--- src/i2cm_pkg.sv ---
// constants shared by the byte-oriented i2c master block
// assumes a 32-bit classic wishbone slave port and a 100 MHz system clock
package i2cm_pkg;

  // register indices; byte address is four times the index
  localparam logic [7:0] IDX_CONTROL    = 8'hE1;
  localparam logic [7:0] IDX_SHIFT_DATA = 8'hE2;
  localparam logic [7:0] IDX_IRQ_STATUS = 8'hE3;
  localparam logic [7:0] IDX_IRQ_MASK   = 8'hE4;
  localparam int         ADDR_LSB       = 2;

  // control register bit positions
  localparam int BIT_ENABLE   = 7;
  localparam int BIT_ACK_OUT  = 6;
  localparam int BIT_DONE     = 5;
  localparam int BIT_ACK_IN   = 4;
  localparam int BIT_START    = 3;
  localparam int BIT_STOP     = 2;
  localparam int BIT_DIV_HI   = 1;
  localparam int BIT_DIV_LO   = 0;

  // interrupt status and mask bit positions
  localparam int IRQ_DONE = 0;
  localparam int IRQ_NACK = 1;

  // reset values
  localparam logic [7:0] CONTROL_RST = 8'h04;
  localparam logic [7:0] DATA_RST    = 8'h00;
  localparam logic [1:0] IRQ_RST     = 2'h0;

  // half period of the bus clock in system clocks, one per divider code
  localparam int HALF_DIV0 = 125;
  localparam int HALF_DIV1 = 250;
  localparam int HALF_DIV2 = 500;
  localparam int HALF_DIV3 = 1000;
  localparam int CNT_W     = 10;

  // bits per byte frame, including the acknowledge slot
  localparam logic [3:0] LAST_DATA_BIT = 4'h7;
  localparam logic [3:0] ACK_SLOT      = 4'h8;

  typedef enum logic [2:0] {
    ST_IDLE  = 3'b000,
    ST_START = 3'b001,
    ST_LOW   = 3'b010,
    ST_HIGH  = 3'b011,
    ST_HOLD  = 3'b100,
    ST_STOPL = 3'b101,
    ST_STOPH = 3'b110,
    ST_FREE  = 3'b111
  } i2cm_state_t;

endpackage

--- src/i2cm_master.sv ---
// byte-oriented i2c master with control and shift-data registers
// assumes classic wishbone, open-drain scl/sda resolved outside, pull-ups
//
// Implementation choice: the Wishbone slave port.
`timescale 1ns/1ns
// Summary of operation
// - eight-bit shift register holds byte on bus
// - data write while open sends one byte
// - data read while open receives one byte
// - receive acknowledge driven from ack out select
// - done flag set after every byte frame
module i2cm_master
  import i2cm_pkg::*;
#(
  parameter int HALF0 = HALF_DIV0,
  parameter int HALF1 = HALF_DIV1,
  parameter int HALF2 = HALF_DIV2,
  parameter int HALF3 = HALF_DIV3
) (
  // system
  input  wire logic        clk_i,
  input  wire logic        rst_i,
  // wishbone slave
  input  wire logic        cyc_i,
  input  wire logic        stb_i,
  input  wire logic        we_i,
  input  wire logic [31:0] adr_i,
  input  wire logic [3:0]  sel_i,
  input  wire logic [31:0] dat_i,
  output logic [31:0]      dat_o,
  output logic             ack_o,
  // interrupt
  output logic             irq_o,
  // i2c pins, open drain
  input  wire logic        scl_i,
  output logic             scl_o,
  output logic             scl_oe_o,
  input  wire logic        sda_i,
  output logic             sda_o,
  output logic             sda_oe_o
);
  import i2cm_pkg::*;

  logic [7:0]      ctrl_reg;
  logic [7:0]      shift_reg;
  logic [1:0]      irq_stat_reg;
  logic [1:0]      irq_mask_reg;
  logic            ack_reg;
  logic [31:0]     rdat_reg;
  i2cm_state_t     state_reg;
  logic [CNT_W-1:0] cnt_reg;
  logic [3:0]      bit_reg;
  logic            rx_reg;
  logic            scl_s;
  logic            sda_s;
  logic            tick;
  logic            bus_req;
  logic            bus_do;
  logic [7:0]      bus_idx;
  logic            wr_ctrl;
  logic            wr_data;
  logic            rd_data;
  logic            wr_mask;
  logic            rd_stat;
  logic            byte_end;
  logic            nack_ev;

  // pins are asynchronous to clk_i
  i2cm_sync u_scl_sync (
    .clk_i   (clk_i),
    .rst_i   (rst_i),
    .pin_i   (scl_i),
    .level_o (scl_s)
  );
  i2cm_sync u_sda_sync (
    .clk_i   (clk_i),
    .rst_i   (rst_i),
    .pin_i   (sda_i),
    .level_o (sda_s)
  );

  // half bus-clock period for a divider code
  function automatic logic [CNT_W-1:0] half_cnt(input logic [1:0] code);
    case (code)
      2'h0:    half_cnt = CNT_W'(HALF0 - 1);
      2'h1:    half_cnt = CNT_W'(HALF1 - 1);
      2'h2:    half_cnt = CNT_W'(HALF2 - 1);
      default: half_cnt = CNT_W'(HALF3 - 1);
    endcase
  endfunction

  // bus decode; effects land on the edge where ack is high
  assign bus_req = cyc_i & stb_i;
  assign bus_do  = bus_req & ack_reg;
  assign bus_idx = adr_i[ADDR_LSB+7:ADDR_LSB];
  assign wr_ctrl = bus_do & we_i & sel_i[0] & (bus_idx == IDX_CONTROL);
  assign wr_data = bus_do & we_i & sel_i[0] & (bus_idx == IDX_SHIFT_DATA);
  assign wr_mask = bus_do & we_i & sel_i[0] & (bus_idx == IDX_IRQ_MASK);
  assign rd_data = bus_do & ~we_i & (bus_idx == IDX_SHIFT_DATA);
  assign rd_stat = bus_do & ~we_i & (bus_idx == IDX_IRQ_STATUS);
  assign ack_o   = ack_reg;

  // ack one cycle after the request, dropped the cycle after
  always_ff @(posedge clk_i)
  begin
    if (rst_i)
      ack_reg <= 1'b0;
    else
      ack_reg <= bus_req & ~ack_reg;
  end

  // read data captured ahead of ack; unmapped reads return zero
  always_ff @(posedge clk_i)
  begin
    if (rst_i)
      rdat_reg <= 32'h0000_0000;
    else if (bus_req & ~ack_reg)
      case (bus_idx)
        IDX_CONTROL:    rdat_reg <= {24'h000000, ctrl_reg};
        IDX_SHIFT_DATA: rdat_reg <= {24'h000000, shift_reg};
        IDX_IRQ_STATUS: rdat_reg <= {30'h0, irq_stat_reg};
        IDX_IRQ_MASK:   rdat_reg <= {30'h0, irq_mask_reg};
        default:        rdat_reg <= 32'h0000_0000;
      endcase
  end
  assign dat_o = rdat_reg;

  // events from the byte engine
  assign byte_end = (state_reg == ST_HIGH) & tick & scl_s
                    & (bit_reg == ACK_SLOT);
  assign nack_ev  = byte_end & ~rx_reg & sda_s;

  // control register; done flag set wins over a zero write
  always_ff @(posedge clk_i)
  begin
    if (rst_i)
      ctrl_reg <= CONTROL_RST;
    else
    begin
      if (wr_ctrl)
      begin
        ctrl_reg[BIT_ENABLE]  <= dat_i[BIT_ENABLE];
        ctrl_reg[BIT_ACK_OUT] <= dat_i[BIT_ACK_OUT];
        ctrl_reg[BIT_START]   <= dat_i[BIT_START];
        ctrl_reg[BIT_STOP]    <= dat_i[BIT_STOP];
        ctrl_reg[BIT_DIV_HI:BIT_DIV_LO] <= dat_i[BIT_DIV_HI:BIT_DIV_LO];
        if (!dat_i[BIT_DONE])
          ctrl_reg[BIT_DONE] <= 1'b0;
      end
      if (byte_end)
        ctrl_reg[BIT_DONE] <= 1'b1;
      if (byte_end & ~rx_reg)
        ctrl_reg[BIT_ACK_IN] <= sda_s;
    end
  end

  // sticky interrupt status, cleared by reading it; set wins
  always_ff @(posedge clk_i)
  begin
    if (rst_i)
      irq_stat_reg <= IRQ_RST;
    else
    begin
      irq_stat_reg[IRQ_DONE] <= byte_end | (irq_stat_reg[IRQ_DONE] & ~rd_stat);
      irq_stat_reg[IRQ_NACK] <= nack_ev | (irq_stat_reg[IRQ_NACK] & ~rd_stat);
    end
  end

  // interrupt mask
  always_ff @(posedge clk_i)
  begin
    if (rst_i)
      irq_mask_reg <= IRQ_RST;
    else if (wr_mask)
      irq_mask_reg <= dat_i[1:0];
  end
  assign irq_o = |(irq_stat_reg & irq_mask_reg);

  // half-period timer; in the high phase it waits while a slave stretches
  assign tick = (cnt_reg == '0);
  always_ff @(posedge clk_i)
  begin
    if (rst_i)
      cnt_reg <= half_cnt(2'h0);
    else if (tick || state_reg == ST_IDLE || state_reg == ST_HOLD
             || (state_reg == ST_HIGH && !scl_s))
      cnt_reg <= half_cnt(ctrl_reg[BIT_DIV_HI:BIT_DIV_LO]);
    else
      cnt_reg <= cnt_reg - 1'b1;
  end

  // shift register: bus writes in any state but the low and high bit phases, bus samples while busy
  always_ff @(posedge clk_i)
  begin
    if (rst_i)
      shift_reg <= DATA_RST;
    else if (wr_data && state_reg != ST_LOW && state_reg != ST_HIGH)
      shift_reg <= dat_i[7:0];
    else if (state_reg == ST_HIGH && tick && scl_s && bit_reg != ACK_SLOT)
      shift_reg <= {shift_reg[6:0], sda_s};
  end

  // byte engine; stop or cleared start ends the transfer from hold
  always_ff @(posedge clk_i)
  begin
    if (rst_i || !ctrl_reg[BIT_ENABLE])
    begin
      state_reg <= ST_IDLE;
      scl_oe_o  <= 1'b0;
      sda_oe_o  <= 1'b0;
      bit_reg   <= 4'h0;
      rx_reg    <= 1'b0;
    end
    else
      unique case (state_reg)
        ST_IDLE:
          if (ctrl_reg[BIT_START] && !ctrl_reg[BIT_STOP])
          begin
            state_reg <= ST_START;
            sda_oe_o  <= 1'b1; // start: sda falls with scl high
          end
        ST_START:
          if (tick)
          begin
            state_reg <= ST_LOW;
            scl_oe_o  <= 1'b1;
            sda_oe_o  <= ~shift_reg[7]; // address byte goes first
            bit_reg   <= 4'h0;
            rx_reg    <= 1'b0;
          end
        ST_LOW:
          if (tick)
          begin
            state_reg <= ST_HIGH;
            scl_oe_o  <= 1'b0;
          end
        ST_HIGH:
          if (tick && scl_s)
          begin
            scl_oe_o <= 1'b1;
            if (bit_reg == ACK_SLOT)
              state_reg <= ST_HOLD; // scl stays low until firmware acts
            else
            begin
              state_reg <= ST_LOW;
              bit_reg   <= bit_reg + 1'b1;
              if (bit_reg == LAST_DATA_BIT)
                sda_oe_o <= rx_reg & ~ctrl_reg[BIT_ACK_OUT];
              else
                sda_oe_o <= ~rx_reg & ~shift_reg[6];
            end
          end
        ST_HOLD:
          if (ctrl_reg[BIT_STOP] || !ctrl_reg[BIT_START])
          begin
            state_reg <= ST_STOPL;
            sda_oe_o  <= 1'b1;
          end
          else if (wr_data)
          begin
            state_reg <= ST_LOW;
            sda_oe_o  <= ~dat_i[7];
            bit_reg   <= 4'h0;
            rx_reg    <= 1'b0;
          end
          else if (rd_data)
          begin
            state_reg <= ST_LOW;
            sda_oe_o  <= 1'b0;
            bit_reg   <= 4'h0;
            rx_reg    <= 1'b1;
          end
        ST_STOPL:
          if (tick)
          begin
            state_reg <= ST_STOPH;
            scl_oe_o  <= 1'b0;
          end
        ST_STOPH:
          if (tick && scl_s)
          begin
            state_reg <= ST_FREE;
            sda_oe_o  <= 1'b0; // stop: sda rises with scl high
          end
        ST_FREE:
          if (tick)
            state_reg <= ST_IDLE; // bus-free gap before a new start
      endcase
  end

  // open drain: the pins only ever pull low
  assign scl_o = 1'b0;
  assign sda_o = 1'b0;

  a_ack_one_cycle: assert property (@(posedge clk_i) disable iff (rst_i)
    ack_o |=> !ack_o) else $error("ack held longer than one cycle");
  a_ack_latency: assert property (@(posedge clk_i) disable iff (rst_i)
    (cyc_i & stb_i & !ack_o) |=> ack_o) else $error("ack not in one cycle");
  a_done_set: assert property (@(posedge clk_i) disable iff (rst_i)
    byte_end |=> ctrl_reg[BIT_DONE] && state_reg == ST_HOLD)
    else $error("done flag or hold missing after byte");
  a_ack_in_capture: assert property (@(posedge clk_i) disable iff (rst_i)
    (byte_end & !rx_reg) |=> ctrl_reg[BIT_ACK_IN] == $past(sda_s))
    else $error("slave acknowledge not captured");
  a_tx_resume: assert property (@(posedge clk_i) disable iff (rst_i)
    (state_reg == ST_HOLD && ctrl_reg[BIT_START] && !ctrl_reg[BIT_STOP]
     && wr_data) |=> state_reg == ST_LOW && !rx_reg
     && sda_oe_o == !shift_reg[7])
    else $error("write did not resume transmit");
  a_rx_resume: assert property (@(posedge clk_i) disable iff (rst_i)
    (state_reg == ST_HOLD && ctrl_reg[BIT_START] && !ctrl_reg[BIT_STOP]
     && rd_data && !wr_data) |=> state_reg == ST_LOW && rx_reg && !sda_oe_o)
    else $error("read did not resume receive");
  a_data_store: assert property (@(posedge clk_i) disable iff (rst_i)
    (wr_data && state_reg == ST_IDLE) |=> shift_reg == $past(dat_i[7:0]))
    else $error("data register not written");
  a_rx_ack_drive: assert property (@(posedge clk_i) disable iff (rst_i)
    (rx_reg && bit_reg == ACK_SLOT && state_reg == ST_LOW)
    |-> sda_oe_o == !ctrl_reg[BIT_ACK_OUT])
    else $error("receive acknowledge drive wrong");
  a_irq_level: assert property (@(posedge clk_i) disable iff (rst_i)
    byte_end && irq_mask_reg[IRQ_DONE] |=> irq_o)
    else $error("unmasked done did not raise irq");

  c_tx_byte: cover property (@(posedge clk_i) disable iff (rst_i)
    byte_end && !rx_reg);
  c_rx_byte: cover property (@(posedge clk_i) disable iff (rst_i)
    byte_end && rx_reg);
  c_stop: cover property (@(posedge clk_i) disable iff (rst_i)
    state_reg == ST_FREE);
endmodule // i2cm_master

--- src/i2cm_sync.sv ---
// three-stage input synchroniser for pins sensed by the i2c master
// assumes the input is asynchronous to clk_i
`timescale 1ns/1ns
module i2cm_sync (
  // clock and reset
  input  wire logic clk_i,
  input  wire logic rst_i,
  // pin in, filtered level out
  input  wire logic pin_i,
  output logic      level_o
);
  logic meta_reg;
  logic s2_reg;
  logic s3_reg;

  // chain; only s2 reads the first stage
  always_ff @(posedge clk_i)
  begin
    meta_reg <= rst_i ? 1'b1 : pin_i;
    s2_reg   <= rst_i ? 1'b1 : meta_reg;
    s3_reg   <= rst_i ? 1'b1 : s2_reg;
  end

  // level moves only once stages two and three agree
  always_ff @(posedge clk_i)
  begin
    if (rst_i)
      level_o <= 1'b1;
    else if (s2_reg == s3_reg)
      level_o <= s3_reg;
  end
endmodule // i2cm_sync

--- config.mk ---
export PLATFORM = sky130hd
export DESIGN_NAME = i2cm_master
export DESIGN_NICKNAME = d
export VERILOG_FILES = /design/src/i2cm_pkg.sv /design/src/i2cm_master.sv /design/src/i2cm_sync.sv
export SDC_FILE = /design/constraint.sdc
export NUM_CORES = 1
export LEC_CHECK = 0
export ABC_AREA = 1
export BUFFER_PORTS_ARGS = -buffer_cell sky130_fd_sc_hd__clkbuf_2
export CAP_MARGIN = 0
export CORE_MARGIN = 3
export CORE_UTILIZATION = 50
export DETAILED_ROUTE_END_ITERATION = 10
export HOLD_SLACK_MARGIN = 0.12
export PLACE_DENSITY_LB_ADDON = 0.05
export SYNTH_ARGS = -nofsm -noshare
export SYNTH_HDL_FRONTEND = slang
export SYNTH_HIERARCHICAL = 1
export SYNTH_SLANG_ARGS = --single-unit
--- constraint.sdc ---
create_clock -name clk_i -period 1.8 [get_ports clk_i]
set_input_delay 0.45 -clock clk_i [delete_from_list [all_inputs] [get_ports clk_i]]
set_output_delay 0.45 -clock clk_i [all_outputs]
set_load 0.01 [all_outputs]
After elaboration in Yosys (flattened, before gate mapping)

Index checks and enable logic that the tools add are counted.

Register bits: 81
Input bits: 75
Output and inout bits: 38
Word-level logic and storage cells: 167

Add/sub/neg operators: 2
Equal/unequal tests: 33
Muxes and demuxes: 45
Bitwise gates (word level): 31
Reductions and logical operators: 34

Operators with widths:

| operator              | count |
|---|---|
| $mux 3                | 11 |
| $eq 8x8->1 const B    | 4 |
| $pmux 8 s4            | 1 |
| $pmux 10 s3           | 1 |
| $mux 4                | 6 |
| $pmux 3 s8            | 1 |
| $and 1x1->1           | 20 |
| $mux 1                | 18 |
| $mux 8                | 2 |
| $ne 2x2->1 const B    | 7 |
| $eq 3x3->1 const B    | 4 |
| $pmux 4 s3            | 1 |
| $logic_not 10->1      | 1 |
| $mux 10               | 1 |
| $sub 10x1->10 const B | 1 |
| $logic_and 1x1->1     | 8 |
| $ne 2x1->1 const B    | 4 |
| $not 1->1             | 8 |
| $reduce_and 4->1      | 2 |
| $reduce_and 8->1      | 1 |
| $reduce_and 7->1      | 1 |
| $eq 3x2->1 const B    | 2 |
| $ne 3x2->1 const B    | 2 |
| $reduce_and 6->1      | 1 |
| 24 further kinds      | 37 |

Depth between registers and ports, before layout

Gate-level depths: netlist (run 1).

Depth after elaboration: 8
Mapped depth: 12
Gate-level depth less buffers: 11

Hierarchy

Netlist (run 1), hierarchy kept.

By module, submodules not included:

| module      | instances | cells each | area an instance (µm²) | sequential area each (µm²) |
|---|---|---|---|---|
| i2cm_master | 1         | 450        | 2999.1                 | 980.9 |
| i2cm_sync   | 2         | 15         | 128.9                  | 80.1 |

Least setup slack after synthesis (run 1)

No wires, ideal clock.

Kind: input to register
Start: in adr_i[7]
End: reg shift_reg[6]
Library setup time: 113 ps
Data arrival time: 1447 ps
Data required time: 1687 ps
Slack: 241 ps
Cell stages on the path: 12
Path buffers: 1
Path through: inv_1 nor2_1 nand2_1 nor2_1 nand2_1 nor2_4 inv_2 nand2_4 buf_6 nand3_1 nand2_1 nor2_1

Cells in the longest elaborated chain, start to end: 5
Elaborated cells between the ends (all ways): 6
Those cells by class: eq/ne: 1; mux: 1; bitwise: 1; reduce/logical: 3

RTL lines:

| item                                        | line               | RTL |
|---|---|---|
| start: declaration                          | i2cm_master.sv:27  | `input wire logic [31:0] adr_i,` |
| $eq 8x8->1 (*)                              | i2cm_master.sv:97  | `assign wr_data = bus_do & we_i & sel_i[0] & (bus_idx == IDX_SHIFT_DATA);` |
| $and 1x1->1 (*)                             | i2cm_master.sv:97  |  |
| $logic_and 1x1->1 (*) (2 in series)         | i2cm_master.sv:197 | `else if (wr_data && state_reg != ST_LOW && state_reg != ST_HIGH)` |
| $mux 8 or $reduce_bool 2->1 (tied branches) | -                  |  |
| end signal: assignment                      | i2cm_master.sv:198 | `shift_reg <= dat_i[7:0];` |
| end signal: assignment                      | i2cm_master.sv:200 | `shift_reg <= {shift_reg[6:0], sda_s};` |
| end: declaration                            | i2cm_master.sv:45  | `logic [7:0] shift_reg;` |

Every way passes the cells marked *; elsewhere a longest branch is shown, timed or not.
A chain may end at the register's enable or synchronous reset.

Worst setup path in the final report (run 1)

Start: reg state_reg[2]
End: reg state_reg[0]

Cells in the longest elaborated chain, start to end: 3
Elaborated cells between the ends (all ways): 18
Those cells by class: eq/ne: 15; mux: 1; reduce/logical: 2

RTL lines:

| item                                                      | line               | RTL |
|---|---|---|
| start: declaration                                        | i2cm_master.sv:50  | `i2cm_state_t state_reg;` |
| start signal: assignment                                  | i2cm_master.sv:208 | `state_reg <= ST_IDLE;` |
| start signal: assignment                                  | i2cm_master.sv:219 | `state_reg <= ST_START;` |
| start signal: assignment                                  | i2cm_master.sv:225 | `state_reg <= ST_LOW;` |
| $eq 3x3->1, or another cell as far along                  | i2cm_master.sv:215 | `unique case (state_reg)` |
| $ne 4x3->1 (no source line), or another cell as far along | -                  |  |
| $reduce_and 8->1 (no source line)                         | -                  |  |

Several ways; a longest one is shown, not always the timed one.

==> results.md, run 1 <==
- Status: finished, final reports clean
- Area leader, netlist: dfxtp_1
- Ys Warns: 6
- Setup crit end kind: flip-flop
- Tmin final: around 1.6 ns
- Fin util: 0.6172
- Ports: ~110
- Yosys reg bits: 57
- Largest vdd supply drop: about 0.48 mV
- Reg area: 1141 um^2
- Top cell type's share of synthesized area: 0.3504
- Worst hold stages: 2
- Worst setup path start: state_reg[2]
- Number of global-route vias before repair: around 2600
- Final WL: approximately 7000 um
- Die W: between 80 and 90 um
- Hold-fix buffers, CTS: 0
- GRT Total Usage: 0.1984
- Detail Route Antenna Nets: 0
- I/O Buffers: 35
- Crit path kind: reg2reg
- Min-Delay Startpoint: sda_i
- Slew Limit Fails: 0
- Post-synth top cells: nand2_1, nor2_1, dfxtp_1
- Largest register FFs: 10
- Num CTS Buffers: 9
- Critical Path RT: slightly above 2 ns
- Area Growth Syn to Fin: 15.52%
- First-pass DRT Iterations: 4
- Post-route cell area: between 3000 and 4000 um^2
- Mapped Area: 3257 um^2
- CP max FO: 6
- Post-synth EDFFs: 0
- Main synth FF type: dfxtp_1
- H-tree levels: 3
- Data arrival, critical path: 1.84 ns
- # clock sinks: 57
- Synth top area cells: dfxtp_1, nand2_1, nor2_1
- Worst R2R Start: state_reg[2]
- Row Count: 28
- Seq/Total Area, Yosys: 0.3504
- Final Cycle Share: 0.8955
- Syn_area_per_cell: around 6.8 um^2
- Slack of the worst reg-to-reg path: between 0.15 and 0.2 ns
- Final hold viol count: 0
- Max Clock Skew: 0.007553 ns
- Max Cap Viol: 0
- Worst reg2reg endpoint: state_reg[0]
- Hold Path Class: in2reg
- TritonCTS clock tree: built
- Initial Util: 0.5343
- Chip height: 86.71 um
- # diodes: 0
- Die area: between 7000 and 8000 um^2
- DRC: 0
- Gpl congestion: ~0.89
- Hold Crit Endpoint: u_sda_sync/meta_reg
- Via-to-Cell Ratio: 4.789
- PwrDens: between 600 and 700 nW/um^2
- Clock buffer depth: 2
- Setup TNS: 0 ns
- Fmax: 620.4 MHz
- Final setup vio count: 0
- Critical path launch point type: flip-flop
- Total gr overflow: 0
- RSZ-0062 raised after global routing: false
- Cell with the most instances after synthesis: nand2_1
- Proportion of layout cells with a drive suffix above 1: 0.1996
- Multi-input logic area: 1789 um^2
- Unique masters post-synth: 35
- Net count, final: approximately 630
- Largest net degree at the start of global routing: 18
- Routed wire per std cell: 11.34 um
- Worst r2r path cells: 11
- Core Area: approximately 6000 um^2
- DP Area: around 3500 um^2
- P_leak: 1.721 nW
- Root buffer cell: clkbuf_8
- HPWL after detailed placement: about 5400 um
- Routed vias: 2974
- Fillers: 598
- Initial DRC Count: ~160
- Worst-Skew Late Latency: between 0.3 and 0.4 ns
- Asr flop ratio synth: 0
- Syn Inst Count: 480
- WHS: between 0.2 and 0.3 ns
- Worst-path clk slew: ~0.06 ns
- Initial antenna violation count: 0
- First-pass GRT wire length: 11750 um
-- what timing repair did --
action                                 4_1_cts  5_1_grt
gates resized for setup                      0        4
setup buffers                                0        4
endpoints found under the hold margin        0        0
setup endpoints to repair                    0       17
-- routing by layer --
metal / global-route usage / vias to the layer above / wire, um
li1: - / 1584 / -
met4: 0.08782 / 0 / 132
met2: 0.3129 / 67 / 3161
met5: 0 / - / 0
met3: 0.03422 / 14 / 327
met1: 0.2653 / 1309 / 3419
-- worst max-delay path, stage by stage (launching register included) --
cell	delay, ns
dfxtp_1	0.44
inv_2	0.11
nand2_2	0.12
inv_4	0.06
nand2_4	0.12
nand2_4	0.08
nand2_1	0.07
nand2_1	0.07
nor2_2	0.21
nand3_1	0.11
nand2_1	0.08
nor2_1	0.04
-- through the flow --
stage          power [mW]  setup slack (ns)  std cells
6_report            2.565            0.1882        621
5_1_grt             2.674           0.02589        621
4_1_cts             2.590           0.09094        617
3_5_place_dp        1.419          -0.01377        601
3_3_place_gp        1.418         -0.002250        601
2_1_floorplan       1.405            0.2407        505
-- cells in the final DEF (no fill, tap or decap), types with 7 or more instances in the layout --
| cell type | count |
|---|---|
| a21oi_1 | 27 |
| buf_4 | 23 |
| clkbuf_2 | 35 |
| clkbuf_8 | 10 |
| conb_1 | 26 |
| dfxtp_1 | 57 |
| ha_1 | 9 |
| inv_1 | 46 |
| nand2_1 | 122 |
| nand2_2 | 7 |
| nand3_1 | 34 |
| nor2_1 | 58 |
| nor2_2 | 10 |
| nor2_4 | 7 |
| o21ai_0 | 24 |
-- where the power goes --
part / internal, mW / switching, mW
Clock: 0.674 / 0.499
Sequential: 1.27 / 0.00281
Combinational: 0.0406 / 0.0810
Total: 1.98 / 0.582
-- how the worst max path moves through the flow --
stage,to,slack [ns],depth (start not counted)
final,state_reg[0],0.19,11
after global routing,shift_reg[1],0.03,10
after CTS,state_reg[0],0.09,11
after detailed placement,state_reg[0],-0.01,13
after global placement,state_reg[1],-0.002,14
after floorplan,shift_reg[6],0.24,12
-- logic make-up (layout without fill, tap and decap cells) --
| group | Yosys count | count (layout) | synth area share |
|---|---|---|---|
| other | 1 | 26 | 0.001151 |
| AO/OA/AOI/OAI | 64 | 64 | 0.1076 |
| flip-flops | 57 | 57 | 0.3504 |
| buffers and inverters | 86 | 127 | 0.1337 |
| adder cells (fa/ha/maj) | 9 | 9 | 0.03458 |
| XOR/XNOR | 7 | 7 | 0.01882 |
| AND/OR/NAND/NOR | 256 | 256 | 0.3538 |
-- cell type report --
| type | count | area share |
|---|---|---|
| clock buffer | 13 | 0.03957 |
| timing repair buffer | 58 | 0.09245 |
| multi-input combinational | 362 | 0.4756 |
| sequential | 57 | 0.3033 |
| clock inverter | 3 | 0.01064 |
| tap | 75 | 0.02494 |
| inverter | 53 | 0.05354 |
Note: power is estimated with default switching activity, not from simulation.
==> run 2: changes to the inputs <==
- BUFFER_PORTS_ARGS: -buffer_cell sky130_fd_sc_hd__clkbuf_2 -> -buffer_cell sky130_fd_sc_hd__buf_2
==> results.md, run 2 (synthesis gave the netlist of run 1 again) <==
- Most frequent cells in the layout: nand2_1, nor2_1, dfxtp_1, inv_1, buf_2
- Fillers: 614 (+2.7%)
- Status: finished, final reports clean
- Net count, final: 622 (-0.48%)
- Hold Path Class: in2reg
- Max Cap Viol: 0 (unchanged)
- Critical Path RT: 2.03 ns (about the same)
- Multi-input logic area: 1779 um^2 (-0.56%)
- Total gr overflow: 0 (unchanged)
- # diodes: 0 (unchanged)
- Largest net degree at the start of global routing: 17 (-1)
- Detail Route Antenna Nets: 0 (unchanged)
- Final hold viol count: 0 (unchanged)
- Data arrival, critical path: 1.85 ns (about the same)
- TritonCTS clock tree: built
- Initial Util: 0.5343 (unchanged)
- H-tree levels: 3 (unchanged)
- Clock buffer depth: 2 (unchanged)
- Chip height: 86.71 um (unchanged)
- Fmax: 614.8 MHz (-0.91%)
- Num CTS Buffers: 9 (unchanged)
- Tmin final: 1.627 ns (+0.01473 ns)
- Routed wire per std cell: 11.33 um (about the same)
- Worst-Skew Late Latency: 0.33 ns (about the same)
- Routed vias: 2947 (-0.91%)
- PwrDens: 697.7 nW/um^2 (+2.3%)
- Ports: 113 (unchanged)
- Proportion of layout cells with a drive suffix above 1: 0.1974 (-0.002217)
- Number of global-route vias before repair: 2616 (-0.57%)
- RSZ-0062 raised after global routing: false
- HPWL after detailed placement: 5413 um (-0.42%)
- First-pass DRT Iterations: 4 (unchanged)
- Initial DRC Count: 170 (+9.0%)
- GRT Total Usage: 0.1994 (+0.0009901)
- I/O Buffers: 35 (unchanged)
- Root buffer cell: clkbuf_8
- Row Count: 28 (unchanged)
- Placed insts: 600 (-0.17%)
- Largest vdd supply drop: 0.4814 mV (+1.0%)
- Area Growth Syn to Fin: 14.71%
- Setup TNS: 0 ns (unchanged)
- Worst-path clk slew: 0.07 ns (about the same)
- Setup crit end kind: flip-flop
- Gpl congestion: 0.8810 (-0.60%)
- Non-filler cells, final: 617 (-0.64%)
- Max Clock Skew: 0.008055 ns (+0.0005024 ns)
- Die area: 7518 um^2 (unchanged)
- First-pass GRT wire length: 11760 um (+0.12%)
- Critical path launch point type: flip-flop
- P_leak: 1.702 nW (-1.1%)
- CP max FO: 7 (+1)
- Crit path kind: reg2reg
- Slew Limit Fails: 0 (unchanged)
- Final Cycle Share: 0.9036 (+0.008181)
- DRC: 0 (unchanged)
- Largest register FFs: 10 (unchanged)
- Final Power: 2.607 mW (+1.6%)
- Most common cell after layout, fill and taps aside: nand2_1
- Initial antenna violation count: 0 (unchanged)
- Die W: 86.71 um (unchanged)
- Fin util: 0.6129 (-0.004310)
- Reg area: 1141 um^2 (unchanged)
- Core Area: 6096 um^2 (unchanged)
- # clock sinks: 57 (unchanged)
- Via-to-Cell Ratio: 4.776 (-0.27%)
- Final WL: 6990 um (-0.72%)
- Final setup vio count: 0 (unchanged)
## run 2: changes by cell type in the layout (fill, tap and decap cells not counted), sizes merged
cell | previous run | this run
clkbuf | 48 | 12
buf | 23 | 55
## run 2: cell type report
type                            count  share of cell area
Multi-Input combinational cell    362              0.4762
Inverter                           53             0.05392
Clock inverter                      3             0.01072
Timing Repair Buffer               55             0.08707
Tap cell                           75             0.02512
Sequential cell                    57              0.3054
Clock buffer                       12             0.04153
## run 2: per-stage QoR
stage | hold slack, ns | worst slack [ns] | instance area [um^2]
3_3_place_gp | 0.3914 | 0.01075 | 3521
2_1_floorplan | 0.3854 | 0.2407 | 3351
5_1_grt | 0.2923 | 0.01832 | 3736
3_5_place_dp | 0.3929 | 0.004585 | 3521
4_1_cts | 0.2788 | 0.07971 | 3716
6_report | 0.2880 | 0.1734 | 3736
## run 2: power breakdown
group          switching (mW)  internal [mW]
clock                   0.513          0.703
sequential            0.00273           1.27
combinational          0.0808         0.0399
## run 2: layer usage
| metal | wire, um | GRT usage | up-vias |
|---|---|---|---|
| met1 | 3422 | 0.2665 | 1285 |
| li1 | - | - | 1580 |
| met3 | 362 | 0.04278 | 11 |
| met2 | 3086 | 0.3115 | 71 |
| met5 | 0 | 0 | - |
| met4 | 119 | 0.08215 | 0 |
## run 2: worst max-delay path: stages, from the launching register on
cell	delay, ns
dfxtp_1	0.31
inv_1	0.09
ha_1	0.15
nand2_1	0.06
nor2_2	0.15
nand2_2	0.15
nand2_1	0.09
nand2_1	0.09
nor2_2	0.22
nand3_1	0.10
nand2_1	0.07
nor2_1	0.04
## run 2: worst paths after layout
path / from / slack, ns / to / depth (start not counted)
max: cnt_reg[0] / 0.17 / state_reg[2] / 11
min: sda_i / 0.29 / u_sda_sync/meta_reg / 2
max reg2reg: cnt_reg[0] / 0.17 / state_reg[2] / 11
min reg2reg: u_sda_sync/meta_reg / 0.41 / u_sda_sync/s2_reg / 1
## run 2: what timing repair did
item | 4_1_cts | 5_1_grt
resized for setup | 0 | 2
setup buffers | 0 | 2
hold buffers | 0 | 0
setup endpoints to repair | 0 | 15
==> run 3: changes to the inputs <==
- RECOVER_POWER: not set -> 100
- SKIP_LAST_GASP: not set -> 1
==> results.md, run 3 (synthesis gave the netlist of run 1 again) <==
- Final Cycle Share: 0.9187 (+0.01510)
- HPWL after detailed placement: 5413 um (unchanged)
- Hold Path Class: in2reg
- Slew Limit Fails: 0 (unchanged)
- Gpl congestion: 0.8810 (unchanged)
- H-tree levels: 3 (unchanged)
- Area Growth Syn to Fin: 13.41%
- Slew headroom: 0.5159
- Fin util: 0.6059 (-0.006979)
- CP peak stage delay: 0.49 ns (+0.18 ns)
- Max Clock Skew: 0.008600 ns (+0.0005447 ns)
- Num CTS Buffers: 9 (unchanged)
- Via-to-Cell Ratio: 4.760 (-0.34%)
- Worst path slowest cell: dfxtp_1
- # diodes: 0 (unchanged)
- Most common cell after layout, fill and taps aside: nand2_1
- Setup TNS: 0 ns (unchanged)
- Final hold viol count: 0 (unchanged)
- GRT Total Usage: 0.1994 (unchanged)
- Setup crit end kind: flip-flop
- Most frequent cells in the layout: nand2_1, nor2_1, dfxtp_1, inv_1, nand3_1
- Largest net degree at the start of global routing: 17 (unchanged)
- I/O Buffers: 35 (unchanged)
- First-pass DRT Iterations: 4 (unchanged)
- Initial DRC Count: 165 (-2.9%)
- Worst-Skew Late Latency: 0.33 ns (about the same)
- Proportion of layout cells with a drive suffix above 1: 0.1605 (-0.03690)
- Largest register FFs: 10 (unchanged)
- Data arrival, critical path: 1.87 ns (+0.02 ns)
- CP cell instances: nand2_2 > inv_4 > nand2_4 > nor2_2 > inv_1 > nand2_1 > nor2_2 > a21oi_1 > nor2_1
- Final Power: 2.598 mW (-0.34%)
- Detail Route Antenna Nets: 0 (unchanged)
- Cell family with most CP delay: simple AND/OR/NAND/NOR gates
- Worst-path clk slew: 0.07 ns (about the same)
- Most frequent CP cell: nor2_2
- Number of global-route vias before repair: 2616 (unchanged)
- Worst Tran Pin Value: 0.7262 ns
- Final WL: 6992 um (about the same)
- Largest vdd supply drop: 0.4719 mV (-2.0%)
- Initial antenna violation count: 0 (unchanged)
- Total gr overflow: 0 (unchanged)
- Final setup vio count: 0 (unchanged)
- Die W: 86.71 um (unchanged)
- Net count, final: 622 (unchanged)
- Reg area: 1141 um^2 (unchanged)
- Setup slack at placement: 0.004585 ns (unchanged)
- Ports: 113 (unchanged)
- Root buffer cell: clkbuf_8
- PwrDens: 703.4 nW/um^2 (+0.81%)
- DRC: 0 (unchanged)
- Critical Path RT: 2.02 ns (about the same)
- Die area: 7518 um^2 (unchanged)
- Status: finished, final reports clean
- Clock buffer depth: 2 (unchanged)
- Tmin final: 1.654 ns (+0.02718 ns)
- Fillers: 631 (+2.8%)
- Multi-input logic area: 1769 um^2 (-0.56%)
- Crit path kind: reg2reg
- Max Cap Viol: 0 (unchanged)
- Initial Util: 0.5343 (unchanged)
- Row Count: 28 (unchanged)
- RSZ-0062 raised after global routing: false
- Crit path buffers/inverters: 2 (+1)
- Critical path launch point type: flip-flop
- Routed wire per std cell: 11.33 um (about the same)
- P_leak: 1.629 nW (-4.3%)
- Fmax: 604.7 MHz (-1.6%)
- Core Area: 6096 um^2 (unchanged)
- # clock sinks: 57 (unchanged)
- First-pass GRT wire length: 11760 um (unchanged)
- Chip height: 86.71 um (unchanged)
- TritonCTS clock tree: built
- CP max FO: 6 (-1)
- Routed vias: 2937 (-0.34%)
- Worst setup margin: 0.1463 ns (-0.02718 ns)
run 3: final cells by class:
| cell class | count | area share |
|---|---|---|
| multi-input cells | 362 | 0.4790 |
| repair buffers | 55 | 0.07927 |
| clock inverters | 3 | 0.01084 |
| clock buffers | 12 | 0.04201 |
| well taps | 75 | 0.02541 |
| flip-flops and latches | 57 | 0.3089 |
| inverters | 53 | 0.05454 |
run 3: path summary, 6_finish.rpt:
path | cells after the start | end | slack, ns | from
setup reg to reg | 9 | sda_oe_o | 0.15 | state_reg[1]
hold reg to reg | 1 | u_sda_sync/s2_reg | 0.41 | u_sda_sync/meta_reg
hold / removal | 2 | u_sda_sync/meta_reg | 0.29 | sda_i
setup / recovery | 9 | sda_oe_o | 0.15 | state_reg[1]
run 3: layer usage:
layer	wire length, um	vias up	GRT usage	share of wire
li1	-	1579	-	-
met1	3487	1292	0.2665	0.50
met2	3119	59	0.3115	0.45
met3	302	7	0.04278	0.043
met4	82	0	0.08215	0.012
met5	0	-	0	0
run 3: repair_timing:
action | in CTS | in global routing
hold buffers | 0 | 0
buffers inserted | 0 | 2
endpoints found under the setup margin | 0 | 15
resized for setup | 0 | 2
run 3: where the power goes:
part | internal (mW) | switching (mW)
Sequential | 1.27 | 0.00260
Combinational | 0.0363 | 0.0803
Clock | 0.703 | 0.508
run 3: metrics by stage:
| stage | cell area [um^2] | cells | hold WS [ns] |
|---|---|---|---|
| after floorplan | 3351 | 505 | 0.3854 |
| after global placement | 3521 | 600 | 0.3914 |
| after detailed placement | 3521 | 600 | 0.3929 |
| after CTS | 3716 | 615 | 0.2788 |
| after global routing | 3694 | 617 | 0.2923 |
| final | 3694 | 617 | 0.2908 |
